## src/core/dee_consts.svh

```systemverilog
// Offsets, field positions, reset values and timing counts of the data byte store
`ifndef DEE_CONSTS_SVH
`define DEE_CONSTS_SVH

// ----------------------------------------------------------------------------
// Register byte addresses
// ----------------------------------------------------------------------------
`define DEE_ADDR_W 12
`define DEE_OFS_DATA 12'h180
`define DEE_OFS_ADDR 12'h184
`define DEE_OFS_STAT 12'h188
`define DEE_OFS_CTRL 12'h18c
`define DEE_OFS_UNLOCK 12'h190

// ----------------------------------------------------------------------------
// Field positions
// ----------------------------------------------------------------------------
`define DEE_CTL_MSS 7
`define DEE_CTL_ABORT 3
`define DEE_CTL_PERMIT 2
`define DEE_CTL_WR 1
`define DEE_CTL_RD 0
`define DEE_STA_DONE 0

// ----------------------------------------------------------------------------
// Values
// ----------------------------------------------------------------------------
`define DEE_RST_BYTE 8'h00
`define DEE_UNLOCK_FIRST 8'h55
`define DEE_UNLOCK_SECOND 8'haa
`define DEE_RESP_OKAY 2'b00
`define DEE_RESP_SLVERR 2'b10
`define DEE_MEM_DEPTH 256

// ----------------------------------------------------------------------------
// Timing
// ----------------------------------------------------------------------------
`define DEE_CLK_PERIOD_NS 10
`define DEE_PROG_TIME_NS 4000000
`define DEE_PROG_CYCLES ((`DEE_PROG_TIME_NS + `DEE_CLK_PERIOD_NS - 1) / `DEE_CLK_PERIOD_NS)
`define DEE_CNT_W 20

`endif

```

## src/core/dee_pkg.sv

```systemverilog
// Types and register decoding shared by the data byte store
`default_nettype none
`include "dee_consts.svh"

package dee_pkg;

    typedef enum logic [2:0] {
        DEE_SEL_NONE,
        DEE_SEL_DATA,
        DEE_SEL_ADDR,
        DEE_SEL_STAT,
        DEE_SEL_CTRL,
        DEE_SEL_UNLOCK
    } dee_sel_t;

    typedef enum logic [1:0] {
        DEE_UL_IDLE,
        DEE_UL_GOT_FIRST,
        DEE_UL_ARMED
    } dee_unlock_t;

    typedef struct packed {
        logic [`DEE_ADDR_W-1:0] addr;
        logic [31:0] data;
        logic [3:0] strb;
    } dee_reg_wr_t;

    typedef struct packed {
        logic [7:0] addr;
        logic [7:0] data;
    } dee_prog_req_t;

    function automatic dee_sel_t dee_decode(input logic [`DEE_ADDR_W-1:0] a);
        case (a)
            `DEE_OFS_DATA: dee_decode = DEE_SEL_DATA;
            `DEE_OFS_ADDR: dee_decode = DEE_SEL_ADDR;
            `DEE_OFS_STAT: dee_decode = DEE_SEL_STAT;
            `DEE_OFS_CTRL: dee_decode = DEE_SEL_CTRL;
            `DEE_OFS_UNLOCK: dee_decode = DEE_SEL_UNLOCK;
            default: dee_decode = DEE_SEL_NONE;
        endcase
    endfunction

endpackage : dee_pkg

`default_nettype wire

```

## src/core/dee_top.sv

```systemverilog
// Data byte store access control with AXI4-Lite register interface
//
// Behaviour
// - A data-memory read puts the addressed byte in the data register next cycle.
// - The data register holds the read byte until another read or a write.
// - Programming starts only after 55h then AAh to unlock, then start bit.
// - The program start bit cannot be set while update permit is clear.
// - Hardware never clears the update permit bit; only software changes it.
// - A started program cycle completes even if update permit is cleared.
// - At program end the start bit clears and done flag sets together.
// - The done flag stays set until software clears it.
// - A reset that cuts a program cycle short sets the abort flag.
// - Space select zero routes accesses to data memory; with one, reads and starts are dropped.
`default_nettype none
`include "dee_consts.svh"

module dee_top
    import dee_pkg::*;
#(
    parameter int unsigned PROG_CYCLES = `DEE_PROG_CYCLES
) (
    input wire logic aclk,
    input wire logic aresetn,
    input wire logic por_n,
    input wire logic [`DEE_ADDR_W-1:0] s_axi_awaddr,
    input wire logic s_axi_awvalid,
    output logic s_axi_awready,
    input wire logic [31:0] s_axi_wdata,
    input wire logic [3:0] s_axi_wstrb,
    input wire logic s_axi_wvalid,
    output logic s_axi_wready,
    output logic [1:0] s_axi_bresp,
    output logic s_axi_bvalid,
    input wire logic s_axi_bready,
    input wire logic [`DEE_ADDR_W-1:0] s_axi_araddr,
    input wire logic s_axi_arvalid,
    output logic s_axi_arready,
    output logic [31:0] s_axi_rdata,
    output logic [1:0] s_axi_rresp,
    output logic s_axi_rvalid,
    input wire logic s_axi_rready
);

    // ------------------------------------------------------------------------
    // Bus front end
    // ------------------------------------------------------------------------
    dee_reg_wr_t reg_wr;
    logic reg_wr_en, reg_rd_en, reg_wr_err, reg_rd_err;
    logic [`DEE_ADDR_W-1:0] reg_rd_addr;
    logic [31:0] reg_rd_data;
    dee_sel_t wsel, rsel;
    logic we;
    logic [7:0] wb;

    dee_axil_slave u_bus (
        .aclk(aclk),
        .aresetn(aresetn),
        .s_axi_awaddr(s_axi_awaddr),
        .s_axi_awvalid(s_axi_awvalid),
        .s_axi_awready(s_axi_awready),
        .s_axi_wdata(s_axi_wdata),
        .s_axi_wstrb(s_axi_wstrb),
        .s_axi_wvalid(s_axi_wvalid),
        .s_axi_wready(s_axi_wready),
        .s_axi_bresp(s_axi_bresp),
        .s_axi_bvalid(s_axi_bvalid),
        .s_axi_bready(s_axi_bready),
        .s_axi_araddr(s_axi_araddr),
        .s_axi_arvalid(s_axi_arvalid),
        .s_axi_arready(s_axi_arready),
        .s_axi_rdata(s_axi_rdata),
        .s_axi_rresp(s_axi_rresp),
        .s_axi_rvalid(s_axi_rvalid),
        .s_axi_rready(s_axi_rready),
        .reg_wr(reg_wr),
        .reg_wr_en(reg_wr_en),
        .reg_wr_err(reg_wr_err),
        .reg_rd_en(reg_rd_en),
        .reg_rd_addr(reg_rd_addr),
        .reg_rd_data(reg_rd_data),
        .reg_rd_err(reg_rd_err)
    );

    assign wsel = dee_decode(reg_wr.addr);
    assign rsel = dee_decode(reg_rd_addr);
    assign reg_wr_err = (wsel == DEE_SEL_NONE);
    assign reg_rd_err = (rsel == DEE_SEL_NONE);
    // Registers are one byte wide; lane 0 carries them, other lanes are ignored
    assign we = reg_wr_en && reg_wr.strb[0] && !reg_wr_err;
    assign wb = reg_wr.data[7:0];

    // ------------------------------------------------------------------------
    // Byte store
    // ------------------------------------------------------------------------
    logic prog_start, arr_busy, arr_done;
    logic [7:0] arr_rdata;
    logic mss_q, mss_d, permit_q, permit_d, wr_q, wr_d, rd_q, rd_d;
    logic done_q, done_d, abort_q, abort_d;
    logic [7:0] data_q, data_d, addr_q, addr_d;
    dee_unlock_t ul_q, ul_d;

    dee_cell_array #(
        .PROG_CYCLES(PROG_CYCLES)
    ) u_array (
        .aclk(aclk),
        .aresetn(aresetn),
        .prog_start(prog_start),
        .prog_req('{addr: addr_q, data: data_q}),
        .rd_addr(addr_q),
        .rd_data(arr_rdata),
        .busy(arr_busy),
        .done(arr_done)
    );

    // ------------------------------------------------------------------------
    // Control state
    // ------------------------------------------------------------------------
    always_comb begin
        mss_d = mss_q;
        permit_d = permit_q;
        wr_d = wr_q;
        rd_d = rd_q;
        done_d = done_q;
        data_d = data_q;
        addr_d = addr_q;
        ul_d = ul_q;
        prog_start = 1'b0;
        // Any access that is not the next unlock step drops the tracker
        if (reg_wr_en || reg_rd_en) begin
            ul_d = DEE_UL_IDLE;
            if (we && wsel == DEE_SEL_UNLOCK && wb == `DEE_UNLOCK_FIRST) begin
                ul_d = DEE_UL_GOT_FIRST;
            end
            if (we && wsel == DEE_SEL_UNLOCK && wb == `DEE_UNLOCK_SECOND &&
                ul_q == DEE_UL_GOT_FIRST) begin
                ul_d = DEE_UL_ARMED;
            end
        end
        if (we && wsel == DEE_SEL_ADDR) begin
            addr_d = wb;
        end
        if (we && wsel == DEE_SEL_DATA) begin
            data_d = wb;
        end
        if (rd_q) begin
            rd_d = 1'b0;
            if (!mss_q) begin
                data_d = arr_rdata;
            end
        end
        if (we && wsel == DEE_SEL_CTRL) begin
            mss_d = wb[`DEE_CTL_MSS];
            permit_d = wb[`DEE_CTL_PERMIT];
            if (wb[`DEE_CTL_RD] && !rd_q) begin
                rd_d = 1'b1;
            end
            // A start aimed at program memory is dropped at once
            if (wb[`DEE_CTL_WR] && !wr_q && permit_q && ul_q == DEE_UL_ARMED &&
                !wb[`DEE_CTL_MSS]) begin
                prog_start = 1'b1;
                wr_d = 1'b1;
            end
        end
        if (arr_done) begin
            wr_d = 1'b0;
        end
        if (we && wsel == DEE_SEL_STAT && wb[`DEE_STA_DONE]) begin
            done_d = 1'b0;
        end
        if (arr_done) begin
            done_d = 1'b1;
        end
    end

    always_ff @(posedge aclk) begin
        if (!aresetn) begin
            mss_q <= 1'b0;
            permit_q <= 1'b0;
            wr_q <= 1'b0;
            rd_q <= 1'b0;
            done_q <= 1'b0;
            data_q <= `DEE_RST_BYTE;
            addr_q <= `DEE_RST_BYTE;
            ul_q <= DEE_UL_IDLE;
        end else begin
            mss_q <= mss_d;
            permit_q <= permit_d;
            wr_q <= wr_d;
            rd_q <= rd_d;
            done_q <= done_d;
            data_q <= data_d;
            addr_q <= addr_d;
            ul_q <= ul_d;
        end
    end

    // ------------------------------------------------------------------------
    // Abort flag
    // ------------------------------------------------------------------------
    // Survives the ordinary reset so software can see the lost cycle afterwards
    always_comb begin
        abort_d = abort_q;
        if (we && wsel == DEE_SEL_CTRL) begin
            abort_d = wb[`DEE_CTL_ABORT];
        end
        if (!aresetn && arr_busy) begin
            abort_d = 1'b1;
        end
    end

    always_ff @(posedge aclk) begin
        if (!por_n) begin
            abort_q <= 1'b0;
        end else begin
            abort_q <= abort_d;
        end
    end

    // ------------------------------------------------------------------------
    // Read mux
    // ------------------------------------------------------------------------
    always_comb begin
        case (rsel)
            DEE_SEL_DATA: reg_rd_data = {24'h000000, data_q};
            DEE_SEL_ADDR: reg_rd_data = {24'h000000, addr_q};
            DEE_SEL_STAT: reg_rd_data = {31'h00000000, done_q};
            DEE_SEL_CTRL: reg_rd_data = {24'h000000, mss_q, 3'h0, abort_q, permit_q, wr_q, rd_q};
            default: reg_rd_data = 32'h00000000;
        endcase
    end
endmodule // dee_top

`default_nettype wire

```

## src/core/dee_axil_slave.sv

```systemverilog
// AXI4-Lite slave front end turning bus transfers into register strobes
`default_nettype none
`include "dee_consts.svh"

module dee_axil_slave
    import dee_pkg::*;
(
    input wire logic aclk,
    input wire logic aresetn,
    input wire logic [`DEE_ADDR_W-1:0] s_axi_awaddr,
    input wire logic s_axi_awvalid,
    output logic s_axi_awready,
    input wire logic [31:0] s_axi_wdata,
    input wire logic [3:0] s_axi_wstrb,
    input wire logic s_axi_wvalid,
    output logic s_axi_wready,
    output logic [1:0] s_axi_bresp,
    output logic s_axi_bvalid,
    input wire logic s_axi_bready,
    input wire logic [`DEE_ADDR_W-1:0] s_axi_araddr,
    input wire logic s_axi_arvalid,
    output logic s_axi_arready,
    output logic [31:0] s_axi_rdata,
    output logic [1:0] s_axi_rresp,
    output logic s_axi_rvalid,
    input wire logic s_axi_rready,
    output dee_reg_wr_t reg_wr,
    output logic reg_wr_en,
    input wire logic reg_wr_err,
    output logic reg_rd_en,
    output logic [`DEE_ADDR_W-1:0] reg_rd_addr,
    input wire logic [31:0] reg_rd_data,
    input wire logic reg_rd_err
);

    logic aw_full_q, aw_full_d, w_full_q, w_full_d;
    logic [`DEE_ADDR_W-1:0] awaddr_q, awaddr_d;
    logic [31:0] wdata_q, wdata_d, rdata_q, rdata_d;
    logic [3:0] wstrb_q, wstrb_d;
    logic bvalid_q, bvalid_d, rvalid_q, rvalid_d;
    logic [1:0] bresp_q, bresp_d, rresp_q, rresp_d;

    // Each address or data item parks until its partner arrives
    assign s_axi_awready = !aw_full_q;
    assign s_axi_wready = !w_full_q;
    assign s_axi_arready = !rvalid_q;
    assign s_axi_bvalid = bvalid_q;
    assign s_axi_bresp = bresp_q;
    assign s_axi_rvalid = rvalid_q;
    assign s_axi_rdata = rdata_q;
    assign s_axi_rresp = rresp_q;
    assign reg_wr = '{addr: awaddr_q, data: wdata_q, strb: wstrb_q};
    assign reg_wr_en = aw_full_q && w_full_q && !bvalid_q;
    assign reg_rd_en = s_axi_arvalid && !rvalid_q;
    assign reg_rd_addr = s_axi_araddr;

    always_comb begin
        aw_full_d = aw_full_q;
        w_full_d = w_full_q;
        awaddr_d = awaddr_q;
        wdata_d = wdata_q;
        wstrb_d = wstrb_q;
        bvalid_d = bvalid_q;
        bresp_d = bresp_q;
        rvalid_d = rvalid_q;
        rdata_d = rdata_q;
        rresp_d = rresp_q;
        if (s_axi_awvalid && !aw_full_q) begin
            aw_full_d = 1'b1;
            awaddr_d = s_axi_awaddr;
        end
        if (s_axi_wvalid && !w_full_q) begin
            w_full_d = 1'b1;
            wdata_d = s_axi_wdata;
            wstrb_d = s_axi_wstrb;
        end
        if (reg_wr_en) begin
            aw_full_d = 1'b0;
            w_full_d = 1'b0;
            bvalid_d = 1'b1;
            bresp_d = reg_wr_err ? `DEE_RESP_SLVERR : `DEE_RESP_OKAY;
        end
        if (bvalid_q && s_axi_bready) begin
            bvalid_d = 1'b0;
        end
        if (reg_rd_en) begin
            rvalid_d = 1'b1;
            rdata_d = reg_rd_data;
            rresp_d = reg_rd_err ? `DEE_RESP_SLVERR : `DEE_RESP_OKAY;
        end else if (rvalid_q && s_axi_rready) begin
            rvalid_d = 1'b0;
        end
    end

    always_ff @(posedge aclk) begin
        if (!aresetn) begin
            aw_full_q <= 1'b0;
            w_full_q <= 1'b0;
            awaddr_q <= '0;
            wdata_q <= '0;
            wstrb_q <= '0;
            bvalid_q <= 1'b0;
            bresp_q <= `DEE_RESP_OKAY;
            rvalid_q <= 1'b0;
            rdata_q <= '0;
            rresp_q <= `DEE_RESP_OKAY;
        end else begin
            aw_full_q <= aw_full_d;
            w_full_q <= w_full_d;
            awaddr_q <= awaddr_d;
            wdata_q <= wdata_d;
            wstrb_q <= wstrb_d;
            bvalid_q <= bvalid_d;
            bresp_q <= bresp_d;
            rvalid_q <= rvalid_d;
            rdata_q <= rdata_d;
            rresp_q <= rresp_d;
        end
    end

endmodule // dee_axil_slave

`default_nettype wire

```

## src/core/dee_cell_array.sv

```systemverilog
// Byte store with asynchronous read and a timed program cycle
`default_nettype none
`include "dee_consts.svh"

module dee_cell_array
    import dee_pkg::*;
#(
    parameter int unsigned PROG_CYCLES = `DEE_PROG_CYCLES
) (
    input wire logic aclk,
    input wire logic aresetn,
    input wire logic prog_start,
    input wire dee_prog_req_t prog_req,
    input wire logic [7:0] rd_addr,
    output logic [7:0] rd_data,
    output logic busy,
    output logic done
);

    logic [7:0] mem [`DEE_MEM_DEPTH];
    logic busy_q, busy_d;
    logic [`DEE_CNT_W-1:0] cnt_q, cnt_d;
    dee_prog_req_t req_q, req_d;

    assign rd_data = mem[rd_addr];
    assign busy = busy_q;
    assign done = busy_q && (cnt_q == '0);

    always_comb begin
        busy_d = busy_q;
        cnt_d = cnt_q;
        req_d = req_q;
        if (prog_start && !busy_q) begin
            busy_d = 1'b1;
            cnt_d = `DEE_CNT_W'(PROG_CYCLES - 1);
            req_d = prog_req;
        end else if (done) begin
            busy_d = 1'b0;
        end else if (busy_q) begin
            cnt_d = cnt_q - `DEE_CNT_W'(1);
        end
    end

    always_ff @(posedge aclk) begin
        if (!aresetn) begin
            busy_q <= 1'b0;
            cnt_q <= '0;
            req_q <= '0;
        end else begin
            busy_q <= busy_d;
            cnt_q <= cnt_d;
            req_q <= req_d;
        end
    end

    // Cell contents change only at the last count, so a reset mid-cycle leaves the old byte
    always_ff @(posedge aclk) begin
        if (aresetn && done) begin
            mem[req_q.addr] <= req_q.data;
        end
    end

endmodule // dee_cell_array

`default_nettype wire

```

## config.mk

```make
export PLATFORM = sky130hd
export DESIGN_NAME = dee_top
export DESIGN_NICKNAME = d
export VERILOG_FILES = /design/src/core/dee_pkg.sv /design/src/core/dee_top.sv /design/src/core/dee_axil_slave.sv /design/src/core/dee_cell_array.sv
export VERILOG_INCLUDE_DIRS = /design/src /design/src/core
export SDC_FILE = /design/constraint.sdc
export NUM_CORES = 2
export LEC_CHECK = 0
export BUFFER_PORTS_ARGS = -buffer_cell sky130_fd_sc_hd__buf_2
export CORE_MARGIN = 1
export CORE_UTILIZATION = 57
export CTS_CLUSTER_SIZE = 20
export DETAILED_ROUTE_END_ITERATION = 6
export PLACE_DENSITY = 0.83
export SYNTH_ARGS = -nofsm -noshare
export SYNTH_HDL_FRONTEND = slang
export SYNTH_SLANG_ARGS = --single-unit
```

## constraint.sdc

```tcl
create_clock -name aclk -period 4.52 [get_ports aclk]
set_input_delay 0.904 -clock aclk [delete_from_list [all_inputs] [get_ports aclk]]
set_output_delay 0.904 -clock aclk [all_outputs]
set_load 0.01 [all_outputs]
```

==> key figures <==
Final layout
  – Fill count: around 8600
  – Share of cells above drive strength 1: 0.273
  – Area Overhead vs Synth: 13.3%
  – Sequential Area: roughly 64000 µm²
  – Fin area: ~95000 µm²
  – Final core utilization: 0.652
  – Commonest cells after routing, fill and taps aside: edfxtp_1, mux4_2, buf_4, nor2_1, nand2_1
  – Nets: 4700
  – Most common cell after layout, fill and taps aside: edfxtp_1
  – Multi-input gate area: approximately 19000 µm²
  – Fin cells: approximately 6700

Worst setup path
  – Worst R2R End: u_array.mem[90][3]
  – Crit-path max FO: 16
  – R2R Path Start: u_array.cnt_q[2]
  – CP startpoint kind: register
  – CP Class: register to register
  – Worst EP required: 5.00 ns
  – CP startpoint: u_array.cnt_q[2]
  – R2r setup slk: between 0.4 and 0.5 ns
  – Crit path capture: u_array.mem[90][3]
  – Worst Reg-to-Reg Cells: 7
  – CP arrival: 4.57 ns
  – CP endpoint kind: register

Outcome
  – Status: finished with violations
  – Failing checks: DRC

Synthesis
  – Gate Count Post-Synth: ~4200
  – Largest family of logic cells by synthesized area: multiplexers
  – Syn_area_per_cell: roughly 20 µm²
  – Synthesized area: between 80000 and 90000 µm²
  – Top cells by area, synth: edfxtp_1, mux4_2, dfxtp_1
  – Simple-gate area share of the yosys netlist: 0.0412
  – #FFs+latches synth: 2152
  – Cell taking the most area after synthesis: edfxtp_1
  – Adder-cell share of the synthesized area: 0.000149
  – Synth warnings: 0
  – Synth Area in XOR/XNOR: 0.00177
  – Number of distinct library cells after synthesis: 78
  – Main synth FF type: edfxtp_1
  – Area share of the largest cell type after synthesis: 0.733
  – Synth Area in Compound Gates: 0.0273
  – EDFF count, synth: about 2000
  – Mux cell area share after synthesis: 0.155
  – Sequential share of the synthesized area: 0.758
  – Asr flop ratio synth: 0

Global route
  – Initial antenna violation count: 7
  – Vias in the first global route: around 47000
  – Largest net degree at the start of global routing: 174
  – Gr ovfl total: 0
  – First-pass GRT wire length: 333000 µm
  – GRT Resource Usage Total: 0.318

STA
  – RSZ-0062 raised after global routing: no
  – Fin Clk Skew: roughly 0.046 ns
  – Tmin final: 4.09 ns
  – Post-Route Setup TNS: 0 ns
  – Final setup viols: 0
  – Fin. Hold Viols: 0
  – Fmax: approximately 240 MHz
  – Final period util: 0.906
  – Slew HR: 0.156
  – Worst Max-Slew Pin Slew: between 1 and 1.5 ns
  – Max-slew violations: 0
  – Final worst setup slack: 0.426 ns

Power
  – VDD IR max: 0.000322 V
  – Leakage: 30.4 nW
  – P per Cell Area: 405 nW/µm²

Placed design
  – GPL Wtd Cong: 1.02
  – Port buffer count: 55
  – Placed insts: roughly 6300
  – DP Wirelength: between 100000 and 150000 µm
  – Placed cell areas: roughly 90000 µm²
  – Pre-CTS setup slack: around 0.55 ns

Clock network
  – CTS H-tree lvls: 4
  – Total CTS buffers: 198
  – Longest Clk Path Bufs: 3
  – Post-CTS sizing: 0
  – Clk_lat worst skew: about 0.86 ns
  – Post-CTS Hold Buffers: 0
  – Clk sinks: roughly 2200
  – Post-CTS setup repair buffer count: 0
  – CTS tree: built
  – CTS Root Buffer Type: clkbuf_16
  – Clock-pin slew on the worst setup and hold paths: about 0.06 ns

Drt
  – Routed len/inst: 34.9 µm
  – Number of routed nets with antenna violations: 0
  – Final wirelength: about 230000 µm
  – Vias per inst: around 7
  – Drt first-iter violations: ~8300
  – Residual DRC: 11
  – Drt first pass iters: 7
  – Via count: between 40000 and 50000

Hold path
  – Min-Delay Path Class: input pin to register
  – Hold Path Stages: 2

Floorplanning
  – Core Region: around 150000 µm²
  – # IOs: between 100 and 150
  – # rows: 140
  – Die area: between 100000 and 150000 µm²
  – Die H: between 300 and 400 µm
  – Die Width: ~390 µm
  – Initial core utilization: 0.575

Flow run
  – Max cap viols: 0
-- Yosys cell counts, drive strengths merged, types with 6 or more instances --
library cell  count
edfxtp         2048
mux4            507
nor2            353
nand2           230
buf             153
mux2i           129
clkbuf          108
a21oi           104
dfxtp           104
a22oi            43
o21ai            40
nand3            39
nor2b            32
mux2             29
nor3             25
a211oi           23
o22ai            21
a221oi           20
a31oi            18
o221ai           16
nor4             15
nand4            14
a22o             12
inv              12
or3              10
and3              9
xor2              9
and2              8
nand2b            8
xnor2             8
o211ai            7
o31ai             6
-- report_power, final --
group          total (mW)  switching, mW  internal, mW
sequential           21.5         0.0184          21.5
combinational      0.0990         0.0656        0.0334
clock                16.9           7.50          9.39
total                38.5           7.59          30.9
-- critical path: stages, from the launching register on --
cell	delay, ns
dfxtp_1	0.36
or4_1	0.59
nor4_1	0.35
nor4b_2	0.27
and3_4	0.33
and4b_1	0.40
nand2_1	0.58
nor2_1	0.84
-- state kept, by name, indices dropped and copies added, names as in the netlist, 2 cells and up, named ones only --
| name | flops |
|---|---|
| ul_q | 2 |
| u_array.cnt_q | 20 |
| data_q | 8 |
| u_bus.awaddr_q | 12 |
| u_bus.s_axi_rdata | 8 |
| u_array.req_q | 16 |
| u_array.mem | 2048 |
| u_bus.wdata_q | 8 |
| addr_q | 8 |
-- per-stage QoR --
| stage | power, mW | hold WS [ns] |
|---|---|---|
| finish | 38.5 | 0.242 |
| global route | 39.2 | 0.221 |
| CTS | 38.5 | 0.202 |
| detailed placement | 22.0 | 0.451 |
| global placement | 22.0 | 0.443 |
| floorplan | 22.0 | 0.430 |
-- final cells by class --
cell class,instances,area share
sequential,2152,0.669
inverter,14,0.000592
clock inverter,122,0.0129
timing repair buffer,438,0.0365
tap,1917,0.0252
clock buffer,240,0.0549
multi-input combinational,1827,0.201
antenna,4,0.000105
-- how the worst min path moves through the flow --
stage,end,from,slack [ns]
finish,u_bus.s_axi_rvalid,s_axi_rready,0.24
global route,u_bus.s_axi_rvalid,s_axi_rready,0.22
CTS,u_bus.s_axi_rvalid,s_axi_rready,0.20
detailed placement,u_bus.awaddr_q[6],u_bus.awaddr_q[6],0.45
global placement,u_bus.awaddr_q[6],u_bus.awaddr_q[6],0.44
floorplan,rd_q,rd_q,0.43
-- cells by family after synthesis --
kind of cell | after synthesis
flops | 2152
simple gates | 773
mux | 665
compound gates | 345
buf+inv | 275
xor+xnor | 17
fa+ha+maj | 1
other cells | 1
-- routing by layer --
metal	GRT usage	vias to the layer above	wire length [µm]
met3	0.104	1005	33500
met2	0.484	4603	108000
met5	0	-	35
li1	-	18000	-
met4	0.192	6	17200
met1	0.399	23700	75900
(Power assumes the default switching activity.)
